## config.mk

```make
export PLATFORM = sky130hd
export DESIGN_NAME = spimsp_core
export DESIGN_NICKNAME = d
export VERILOG_FILES = /design/src/spimsp_pkg.sv /design/src/spimsp_rate_if.sv /design/src/spimsp_core.sv /design/src/spimsp_pin_sync.sv /design/src/spimsp_rate_div.sv
export SDC_FILE = /design/constraint.sdc
export NUM_CORES = 1
export LEC_CHECK = 0
export BUFFER_PORTS_ARGS = -buffer_cell sky130_fd_sc_hd__buf_2
export CAP_MARGIN = 25
export CORE_ASPECT_RATIO = 1.4
export CORE_UTILIZATION = 63
export DETAILED_ROUTE_END_ITERATION = 12
export MAX_ROUTING_LAYER = met4
export PLACE_DENSITY = 0.94
export SYNTH_ARGS = -nofsm -noshare
export SYNTH_HDL_FRONTEND = slang
export SYNTH_SLANG_ARGS = --single-unit
```

## constraint.sdc

```tcl
create_clock -name core_clk_i -period 4.6 [get_ports core_clk_i]
set_input_delay 0.92 -clock core_clk_i [delete_from_list [all_inputs] [get_ports core_clk_i]]
set_output_delay 0.92 -clock core_clk_i [all_outputs]
set_load 0.1 [all_outputs]
```

## src/spimsp_pkg.sv

```systemverilog
// constants and types shared by the serial port design
`default_nettype none

package spimsp_pkg;

    // register addresses on the special-function bus
    localparam logic [7:0] SPIMSP_ADDR_DATA  = 8'hf7;
    localparam logic [7:0] SPIMSP_ADDR_CTRL  = 8'hf8;

    // control register field positions
    localparam int         SPIMSP_POS_DONE   = 7;
    localparam int         SPIMSP_POS_COLL   = 6;
    localparam int         SPIMSP_POS_EN     = 5;
    localparam int         SPIMSP_POS_MASTER = 4;
    localparam int         SPIMSP_POS_CLOCK_POLARITY_BIT   = 3;
    localparam int         SPIMSP_POS_CLOCK_PHASE_BIT   = 2;
    localparam int         SPIMSP_POS_RATE   = 0;

    // reset values
    localparam logic [7:0] SPIMSP_CTRL_RESET = 8'h04;
    localparam logic [7:0] SPIMSP_DATA_RESET = 8'h00;

    // timing and framing counts
    localparam logic [3:0] SPIMSP_BYTE_BITS  = 4'h8;
    localparam logic [3:0] SPIMSP_LAST_EDGE  = 4'hf;
    localparam logic [2:0] SPIMSP_DIV_ONE    = 3'h1;

    // control register image, bit 7 down to bit 0
    typedef struct packed {
        logic       done;
        logic       coll;
        logic       en;
        logic       master;
        logic       clock_polarity_bit;
        logic       clock_phase_bit;
        logic [1:0] rate;
    } spimsp_ctl_type;

endpackage

`default_nettype wire

```

## src/spimsp_rate_if.sv

```systemverilog
// bit-rate request and tick between the port core and its divider
`default_nettype none

interface spimsp_rate_if;
    logic       run;
    logic [1:0] rate;
    logic       tick;

    modport core (output run, output rate, input tick);
    modport div  (input run, input rate, output tick);
endinterface

`default_nettype wire
```

## src/spimsp_core.sv

```systemverilog
// byte-wide master/slave serial port with control and data registers
// Function
// - done flag set per byte; clear by write/read
// - data write while busy sets collision flag
// - enable bit off releases all serial pins
// - master bit drives clock; else clock input
// - polarity bit sets serial clock idle level
// - phase bit chooses launch edge; sample opposite
// - rate bits divide core clock by 2..16
// - slave read of bit0 returns select pin
// - data write sends, read returns received byte
// - master write starts exactly eight clock periods
// - master ignores select input pin
// - master shifts out and samples each period
// - master latches byte, sets done after eighth
// - slave sends written byte, one bit/period
// - slave latches at eighth clock or select rise
// - eight bits, most significant first
// - control register resets to 04h
`default_nettype none

module spimsp_core
    import spimsp_pkg::*;
(
    input  wire logic       core_clk_i,
    input  wire logic       rst_n_i,
    input  wire logic [7:0] sfr_addr_i,
    input  wire logic       sfr_wr_i,
    input  wire logic       sfr_rd_i,
    input  wire logic [7:0] sfr_wdata_i,
    output logic      [7:0] sfr_rdata_o,
    output logic            transfer_done_o,
    input  wire logic       sclk_i,
    output logic            sclk_o,
    output logic            sclk_oe_o,
    input  wire logic       mosi_i,
    output logic            mosi_o,
    output logic            mosi_oe_o,
    input  wire logic       miso_i,
    output logic            miso_o,
    output logic            miso_oe_o,
    input  wire logic       ss_n_i
);

    typedef struct packed {
        spimsp_ctl_type ctl;
        logic [7:0]     data;
        logic [7:0]     tx_sh;
        logic [7:0]     rx_sh;
        logic [7:0]     rdata;
        logic           busy;
        logic           stop;
        logic [3:0]     edge_cnt;
        logic [3:0]     bits;
        logic [1:0]     pipe;
        logic           sclk;
        logic           mosi;
        logic           miso;
        logic           sclk_oe;
        logic           mosi_oe;
        logic           miso_oe;
        logic           sclk_prev;
        logic           ss_prev;
    } spimsp_state_type;

    localparam spimsp_state_type ST_RESET = '{
        ctl:     spimsp_ctl_type'(SPIMSP_CTRL_RESET),
        data:    SPIMSP_DATA_RESET,
        default: '0
    };

    spimsp_state_type q;
    spimsp_state_type d;
    spimsp_rate_if    rif ();

    logic [3:0] pins_s;
    logic       sclk_s;
    logic       mosi_s;
    logic       miso_s;
    logic       ss_n_s;

    spimsp_pin_sync #(.W(4)) u_sync (
        .core_clk_i (core_clk_i),
        .rst_n_i    (rst_n_i),
        .pin_i      ({sclk_i, mosi_i, miso_i, ss_n_i}),
        .pin_o      (pins_s)
    );

    assign {sclk_s, mosi_s, miso_s, ss_n_s} = pins_s;

    spimsp_rate_div u_div (
        .core_clk_i (core_clk_i),
        .rst_n_i    (rst_n_i),
        .rif        (rif)
    );

    logic wr_data;
    logic wr_ctrl;
    logic rd_data;
    logic rd_ctrl;
    logic master_on;
    logic slave_on;
    logic ss_act;
    logic busy_any;
    logic m_edge;
    logic s_edge;
    logic leading;
    logic launch;
    logic out_bit;
    logic m_finish;

    assign rif.run  = q.busy && !q.stop;
    assign rif.rate = q.ctl.rate;

    always_comb
    begin
        d         = q;
        wr_data   = sfr_wr_i && (sfr_addr_i == SPIMSP_ADDR_DATA);
        wr_ctrl   = sfr_wr_i && (sfr_addr_i == SPIMSP_ADDR_CTRL);
        rd_data   = sfr_rd_i && (sfr_addr_i == SPIMSP_ADDR_DATA);
        rd_ctrl   = sfr_rd_i && (sfr_addr_i == SPIMSP_ADDR_CTRL);
        master_on = q.ctl.en && q.ctl.master;
        slave_on  = q.ctl.en && !q.ctl.master;
        ss_act    = slave_on && !ss_n_s;
        busy_any  = master_on ? q.busy : (slave_on && q.bits != 4'h0);
        m_edge    = master_on && q.busy && !q.stop && rif.tick;
        s_edge    = ss_act && (sclk_s != q.sclk_prev);
        leading   = master_on ? (q.sclk == q.ctl.clock_polarity_bit) : (sclk_s != q.ctl.clock_polarity_bit);
        launch    = (leading == q.ctl.clock_phase_bit);
        out_bit   = q.ctl.clock_phase_bit ? q.tx_sh[7] : q.tx_sh[6];
        m_finish  = master_on && q.busy && q.stop && q.bits == SPIMSP_BYTE_BITS && q.pipe == 2'b00;

        d.sclk_prev = sclk_s;
        d.ss_prev   = ss_n_s;
        d.pipe      = {q.pipe[0], 1'b0};

        // register writes first so that hardware sets below win
        if (wr_ctrl)
            d.ctl = spimsp_ctl_type'(sfr_wdata_i);
        if (rd_data)
            d.ctl.done = 1'b0;
        if (rd_ctrl)
        begin
            d.rdata = q.ctl;
            if (slave_on)
                d.rdata[SPIMSP_POS_RATE] = ss_n_s;
        end
        else if (rd_data)
        begin
            d.rdata = q.data;
        end

        if (wr_data)
        begin
            if (busy_any)
            begin
                d.ctl.coll = 1'b1;
            end
            else
            begin
                d.tx_sh = sfr_wdata_i;
                if (master_on)
                begin
                    d.busy     = 1'b1;
                    d.stop     = 1'b0;
                    d.edge_cnt = '0;
                    d.bits     = '0;
                    d.mosi     = sfr_wdata_i[7];
                end
            end
        end

        // master: toggle on each half period, sixteen edges
        if (m_edge)
        begin
            d.sclk     = !q.sclk;
            d.edge_cnt = 4'(q.edge_cnt + 4'h1);
            if (q.edge_cnt == SPIMSP_LAST_EDGE)
                d.stop = 1'b1;
            if (launch)
            begin
                d.mosi  = out_bit;
                d.tx_sh = {q.tx_sh[6:0], 1'b0};
            end
            else
            begin
                d.pipe[0] = 1'b1;
            end
        end
        // sample taken once the synchronised miso has settled
        if (master_on && q.pipe[1])
        begin
            d.rx_sh = {q.rx_sh[6:0], miso_s};
            d.bits  = 4'(q.bits + 4'h1);
        end
        if (m_finish)
        begin
            d.data     = q.rx_sh;
            d.ctl.done = 1'b1;
            d.busy     = 1'b0;
            d.stop     = 1'b0;
            d.bits     = '0;
        end
        if (!master_on || !q.busy)
            d.sclk = q.ctl.clock_polarity_bit;

        // slave: edges only count while selected
        if (slave_on)
        begin
            if (!ss_act)
            begin
                d.miso = q.tx_sh[7];
                d.bits = '0;
                if (!q.ctl.clock_phase_bit && !q.ss_prev && q.bits == SPIMSP_BYTE_BITS)
                begin
                    d.data     = q.rx_sh;
                    d.ctl.done = 1'b1;
                end
            end
            else if (s_edge && launch)
            begin
                d.miso  = out_bit;
                d.tx_sh = {q.tx_sh[6:0], 1'b0};
            end
            else if (s_edge)
            begin
                d.rx_sh = {q.rx_sh[6:0], mosi_s};
                d.bits  = 4'(q.bits + 4'h1);
                if (q.ctl.clock_phase_bit && q.bits == SPIMSP_BYTE_BITS - 4'h1)
                begin
                    d.data     = {q.rx_sh[6:0], mosi_s};
                    d.ctl.done = 1'b1;
                    d.bits     = '0;
                end
            end
        end

        d.sclk_oe = master_on;
        d.mosi_oe = master_on;
        d.miso_oe = ss_act;
    end

    always_ff @(posedge core_clk_i)
    begin
        if (!rst_n_i)
            q <= ST_RESET;
        else
            q <= d;
    end

    assign sfr_rdata_o     = q.rdata;
    assign transfer_done_o = q.ctl.done;
    assign sclk_o          = q.sclk;
    assign sclk_oe_o       = q.sclk_oe;
    assign mosi_o          = q.mosi;
    assign mosi_oe_o       = q.mosi_oe;
    assign miso_o          = q.miso;
    assign miso_oe_o       = q.miso_oe;
endmodule

`default_nettype wire

```

## src/spimsp_pin_sync.sv

```systemverilog
// two-stage synchroniser for the serial pins
`default_nettype none

module spimsp_pin_sync
    import spimsp_pkg::*;
#(
    parameter int W = 4
)
(
    input  wire logic         core_clk_i,
    input  wire logic         rst_n_i,
    input  wire logic [W-1:0] pin_i,
    output logic      [W-1:0] pin_o
);

    typedef struct packed {
        logic [W-1:0] stage1;
        logic [W-1:0] stage2;
    } spimsp_sync_type;

    spimsp_sync_type q;
    spimsp_sync_type d;

    always_comb
    begin
        d.stage1 = pin_i;
        d.stage2 = q.stage1;
    end

    always_ff @(posedge core_clk_i)
    begin
        if (!rst_n_i)
            q <= '0;
        else
            q <= d;
    end

    assign pin_o = q.stage2;

endmodule

`default_nettype wire

```

## src/spimsp_rate_div.sv

```systemverilog
// divider giving one tick per serial half period
`default_nettype none

module spimsp_rate_div
    import spimsp_pkg::*;
(
    input  wire logic core_clk_i,
    input  wire logic rst_n_i,
    spimsp_rate_if.div rif
);

    typedef struct packed {
        logic [2:0] cnt;
        logic       tick;
    } spimsp_div_type;

    spimsp_div_type q;
    spimsp_div_type d;
    logic [2:0]     half_last;

    // half period is 1, 2, 4 or 8 core cycles
    always_comb
    begin
        half_last = 3'((SPIMSP_DIV_ONE << rif.rate) - SPIMSP_DIV_ONE);
        d         = q;
        d.tick    = 1'b0;
        if (!rif.run)
        begin
            d.cnt = '0;
        end
        else if (q.cnt == half_last)
        begin
            d.cnt  = '0;
            d.tick = 1'b1;
        end
        else
        begin
            d.cnt = 3'(q.cnt + 3'h1);
        end
    end

    always_ff @(posedge core_clk_i)
    begin
        if (!rst_n_i)
            q <= '0;
        else
            q <= d;
    end

    assign rif.tick = q.tick;

endmodule

`default_nettype wire

```

Word-level counts from Yosys, hierarchy flattened
Cells that the tools add are included.

storage, ports and cells
  register bits after elaboration = 71
  input bits = 24
  output and inout bits = 15

operators by class
  $add $sub $neg = 4
  equal/unequal tests = 12
  shifts and indexed selects = 1
  mux-type cells = 55
  bitwise operators = 3
  reductions and logical operators = 43

operators with widths
  operator                                                                number
  8-bit 2-to-1 mux                                                        17
  4-bit 2-to-1 mux                                                        7
  9-bit 2-to-1 mux                                                        3
  1-bit 2-to-1 mux                                                        24
  24-bit 2-to-1 mux                                                       1
  1-bit logical AND                                                       21
  8-bit equality test (second input constant)                             2
  16-bit 2-to-1 mux                                                       1
  4-bit by 1-bit adder with 4-bit output (second input constant)          2
  4-bit equality test (second input constant)                             2
  1-bit logical NOT                                                       8
  2-bit nonzero test                                                      4
  2-bit AND reduction                                                     3
  3-bit AND reduction                                                     2
  5-bit 2-to-1 mux                                                        1
  4-bit by 3-bit equality test with 1-bit output (second input constant)  1
  2-bit by 1-bit != test with 1-bit output (second input constant)        2
  4-bit nonzero test                                                      1
  3-bit by 1-bit adder with 3-bit output (second input constant)          1
  3-bit equality test                                                     1
  1-bit inverter                                                          3
  3-bit OR reduction                                                      1
  1-bit by 2-bit << shifter with 3-bit output (first input constant)      1
  3-bit by 1-bit subtractor with 3-bit output (second input constant)     1
  other kinds (6)                                                         8

Longest topological paths before layout
  depth in word-level cells = 12
  gate-level depth with buffers = 8
  depth with buffers taken out = 7

Hierarchy
A second synthesis with hierarchy kept.

unflattened totals
  cells, all modules = 365
  area total of the unflattened synthesis = 3369.5 sq um

modules (own cells, without submodules)
  module           instances  cells each  area each (sq um)  sequential area each (sq um)
  spimsp_core      1          332         2977.9             1181.1
  spimsp_pin_sync  1          16          210.2              160.2
  spimsp_rate_div  1          17          181.4              80.1

Worst setup path after synthesis
OpenSTA, ideal clock, no wires.

  path type = register -> output
  start = register, netlist name mosi_oe_o
  end = output port sclk_oe_o
  arrival time = 1356 ps
  data required time = 3680 ps
  setup slack = 2324 ps
  stages on the path, launching flop included = 2
  buffers on the path = 1
  cell sequence = dfxtp_1 > buf_4

RTL lines
  element           line               RTL
  end: declaration  spimsp_core.sv:35  output logic sclk_oe_o,

Final worst setup path
  start = register q[56] (netlist name)
  end = register q[51] (netlist name)

on the way
  word-level cells in the longest chain between the ends = 11
  elaborated cells on any way between the ends = 19
  those cells by class = eq/ne: 1; mux: 8; reduce/logical: 10

RTL lines
  element                          line                RTL
  start: declaration               spimsp_core.sv:72   spimsp_state_type q;
  start signal: assignment         spimsp_core.sv:246  q <= ST_RESET;
  start signal: assignment         spimsp_core.sv:248  q <= d;
  1-bit logical AND                spimsp_core.sv:122  master_on = q.ctl.en && q.ctl.master;
  1-bit logical AND (4 in series)  spimsp_core.sv:131  m_finish = master_on && q.busy && q.stop && q.bits == SPIMSP_BYTE_BITS && q.pipe == 2'b00;
  8-bit 2-to-1 mux                 spimsp_core.sv:196  if (m_finish)
  8-bit 2-to-1 mux                 spimsp_core.sv:229  if (q.ctl.clock_phase_bit && q.bits == SPIMSP_BYTE_BITS - 4'h1)
  8-bit 2-to-1 mux                 spimsp_core.sv:225  else if (s_edge)
  8-bit 2-to-1 mux                 spimsp_core.sv:220  else if (s_edge && launch)
  8-bit 2-to-1 mux                 spimsp_core.sv:210  if (!ss_act)
  24-bit 2-to-1 mux *              spimsp_core.sv:208  if (slave_on)

Mark *: on every way between the ends. The rest lies on a longest branch, timed or not.
A chain may end at the register's enable or synchronous reset.

==> out/results.ini <==
[outcome]
status = completed

[detailed_routing]
avgRoutedWirePerCell_um = 17.0
route.detailed.drc = 0
drt-initial-drc-count = 296
vias_per_cell = 6.37
dr.pass1.iters = 6
num_vias = 3103
final_antenna_net_count = 0
drt-total-wl_um = 8280

[grt]
antenna_found_initial = 0
grt_busiest_layer = met2
use_met3 = 0.0720
grt_pass1_vias = 3017
grt-ovfl-total = 0
grt_pass1_wl_um = 13700
grt_max_degree = 30
grt_usage = 0.307
grtUsageMet2 = 0.485
use_met1 = 0.334

[setup_path]
required_ns = 4.84
start_kind = flip-flop
cp-end-kind = flip-flop
path_class = flip-flop to flip-flop
crit_arrival_ns = 2.68
crit_fanout = 13

[die]
dieArea_mm2 = 0.00590
coreArea_mm2 = 0.00528
start_util = 0.668
die-width_um = 65.2
io_pins = 39
fp.dieH_um = 90.5
num_rows = 31

[clock_tree]
cts_root_buffer = clkbuf_8
cts_buffers = 9
clk_latency_ns = 0.35
tritoncts = done
cts_max_level = 3
clk_pin_slew_ns = 0.08
post_cts_buffers = 0
cts_buffer_depth = 2
post_cts_resize_count = 0
holdBufCountCts = 0
cts.sinks = 71

[finish]
fin_area_mm2 = 0.00382
num_antenna_cells = 0
area_growth_pct = 8.30
fillerInstances = 400
drive_gt1_frac = 0.181
nets = 444

[power]
pwr_density_cell_mw_per_mm2 = 288
p_int_mw = 0.831
p_leak_nw = 1.59
power_frac_comb = 0.036
p_total_mw = 1.10
switching_power_mw = 0.268
swShare = 0.244
pwr-share-seq = 0.564
pwr-share-clk = 0.399
ir_worst_vdd_uv = 210

[synthesis]
ys_async_sr_fraction = 0
avgSynthCellArea_um2 = 8.88
syn-cell-area_mm2 = 0.00353
netlist.area_leader.share = 0.403
netlist_top_cells_area = dfxtp_1 (40%), mux2i_1 (6.5%), a21oi_1 (4.7%)
synth_top_area_cell = dfxtp_1
synthCells = 397
yosysWarnings = 0
yosysSeqAreaShare = 0.403
ys_seq_elements = 71
syn_nets = 425
ys.flop_type = dfxtp_1
yosysUniqueCellTypes = 63
synth-edff-count = 0

[sta]
max_freq_ghz = 0.411
fin_crit_sh = 0.529
setup_tns_ns = 0
holdWs_ns = 0.434
slew_headroom = 0.389
clock_skew_ns = 0.0105
rsz0062_at_grt = no
hold_viol_final = 0
fin_crit_ns = 2.43
tightest_slew_ns = 0.912
setup_viol = 0
maxSlewViolCount = 0

[placement]
io_buffers = 38
globalplace.congestion = 0.964
dpl_cell_area_mm2 = 0.00365
dp_hpwl_um = 5970

[worst_hold_path]
worst_hold_path_type = flip-flop to flip-flop

[job]
max_cap_viol_count = 0

-- cells in the mapped netlist, types with 2 or more instances --
master,n
clkbuf_1,12
nor4_1,3
nor2_1,44
a22oi_1,14
o221ai_1,3
a2111oi_0,3
and3b_1,2
a21oi_1,33
inv_1,9
mux2_2,2
nand3_1,18
dfxtp_1,71
o22ai_1,2
buf_6,3
mux2i_1,23
a211oi_1,12
nand2_2,2
a311oi_1,2
o21a_1,3
and2_1,15
nand2b_1,2
xor2_1,5
and4_1,2
and3_1,7
nand3b_1,2
nand2_1,19
ha_1,4
nor2b_1,4
o21ai_0,15
a31oi_1,3
buf_2,6
nand4_1,6
o211ai_1,3
a21boi_0,4
a32o_1,2
buf_4,10
-- layout make-up --
type                       instances  area, um^2  share of cell area
multi-input combinational        285        1880               0.493
clock inverter                     7        48.8              0.0128
sequential                        71        1420               0.372
tap                               66        82.6              0.0216
inverter                           9        33.8             0.00885
clock buffer                       9         124              0.0324
timing repair buffer              40         225              0.0590
-- cell usage in the layout, fill, tap and decap left out, types with 3 or more instances in the layout --
| master | instances |
|---|---|
| clkbuf_8 | 9 |
| and2_1 | 15 |
| buf_2 | 38 |
| o21a_1 | 3 |
| inv_1 | 9 |
| nor2b_1 | 4 |
| a21oi_1 | 33 |
| ha_1 | 4 |
| a211oi_1 | 12 |
| nand3_1 | 18 |
| o211ai_1 | 3 |
| a21boi_0 | 4 |
| clkinv_2 | 3 |
| a31oi_1 | 3 |
| nand2_1 | 19 |
| nor2_1 | 44 |
| xor2_1 | 5 |
| a22oi_1 | 14 |
| dfxtp_1 | 71 |
| o221ai_1 | 3 |
| a2111oi_0 | 3 |
| nand4_1 | 6 |
| nor4_1 | 3 |
| o21ai_0 | 15 |
| and3_1 | 7 |
| mux2i_1 | 23 |
-- worst max-delay path, cell delays in order (launching register included) --
cell      delay, ns
dfxtp_1        0.61
nand3b_1       0.27
and3_1         0.27
o211ai_1       0.74
a211oi_1       0.19
o21a_1         0.24
-- registers in the layout, summed over array words and instances, names as in the netlist --
register / count
sfr_rdata_o: 8
miso_o: 1
u_sync.pin_o: 4
u_div.rif.tick: 1
sclk_o: 1
d: 1
mosi_oe_o: 1
transfer_done_o: 1
q: 42
u_div.q: 3
miso_oe_o: 1
u_sync.d: 4
rif.rate: 2
mosi_o: 1
-- stage by stage --
stage / worst slack (ns) / std cells / utilization
finish: 2.17 / 487 / 0.724
detailed placement: 2.06 / 471 / 0.691
CTS: 2.24 / 487 / 0.724
global route: 1.95 / 487 / 0.724
floorplan: 2.32 / 397 / -
global placement: 2.10 / 470 / 0.686
-- path summary, 6_finish.rpt --
path	endpoint	slack, ns	start	cells after the start
hold reg to reg	u_sync.pin_o[3]$_SDFF_PN0_	0.43	u_sync.d[3]$_SDFF_PN0_	1
hold / removal	u_sync.pin_o[3]$_SDFF_PN0_	0.43	u_sync.d[3]$_SDFF_PN0_	1
setup / recovery	q[51]$_SDFF_PN0_	2.17	q[56]$_SDFFE_PN0P_	5
setup reg to reg	q[51]$_SDFF_PN0_	2.17	q[56]$_SDFFE_PN0P_	5
-- power by group through the flow --
stage / clock [mW] / sequential (mW) / combinational, mW
after floorplan: 0 / 0.634 / 0.0204
after global placement: 0 / 0.634 / 0.0354
after detailed placement: 0 / 0.634 / 0.0392
after CTS: 0.446 / 0.620 / 0.0395
after global routing: 0.474 / 0.620 / 0.0429
final: 0.439 / 0.620 / 0.0400
-- kinds of logic after synthesis --
group	Yosys count	share of synthesized area
AO/OA/AOI/OAI	112	0.219
XOR/XNOR	7	0.0195
adder cells (fa/ha/maj)	4	0.0142
buffers and inverters	41	0.0628
flip-flops	71	0.403
multiplexers	25	0.0717
AND/OR/NAND/NOR	137	0.210
-- layer usage --
layer	up-vias	routed length [um]
met3	34	617
met2	153	4090
met4	0	378
li1	1470	-
met1	1446	3190
met5	-	0
No activity file was read; power rests on OpenSTA's default activity.
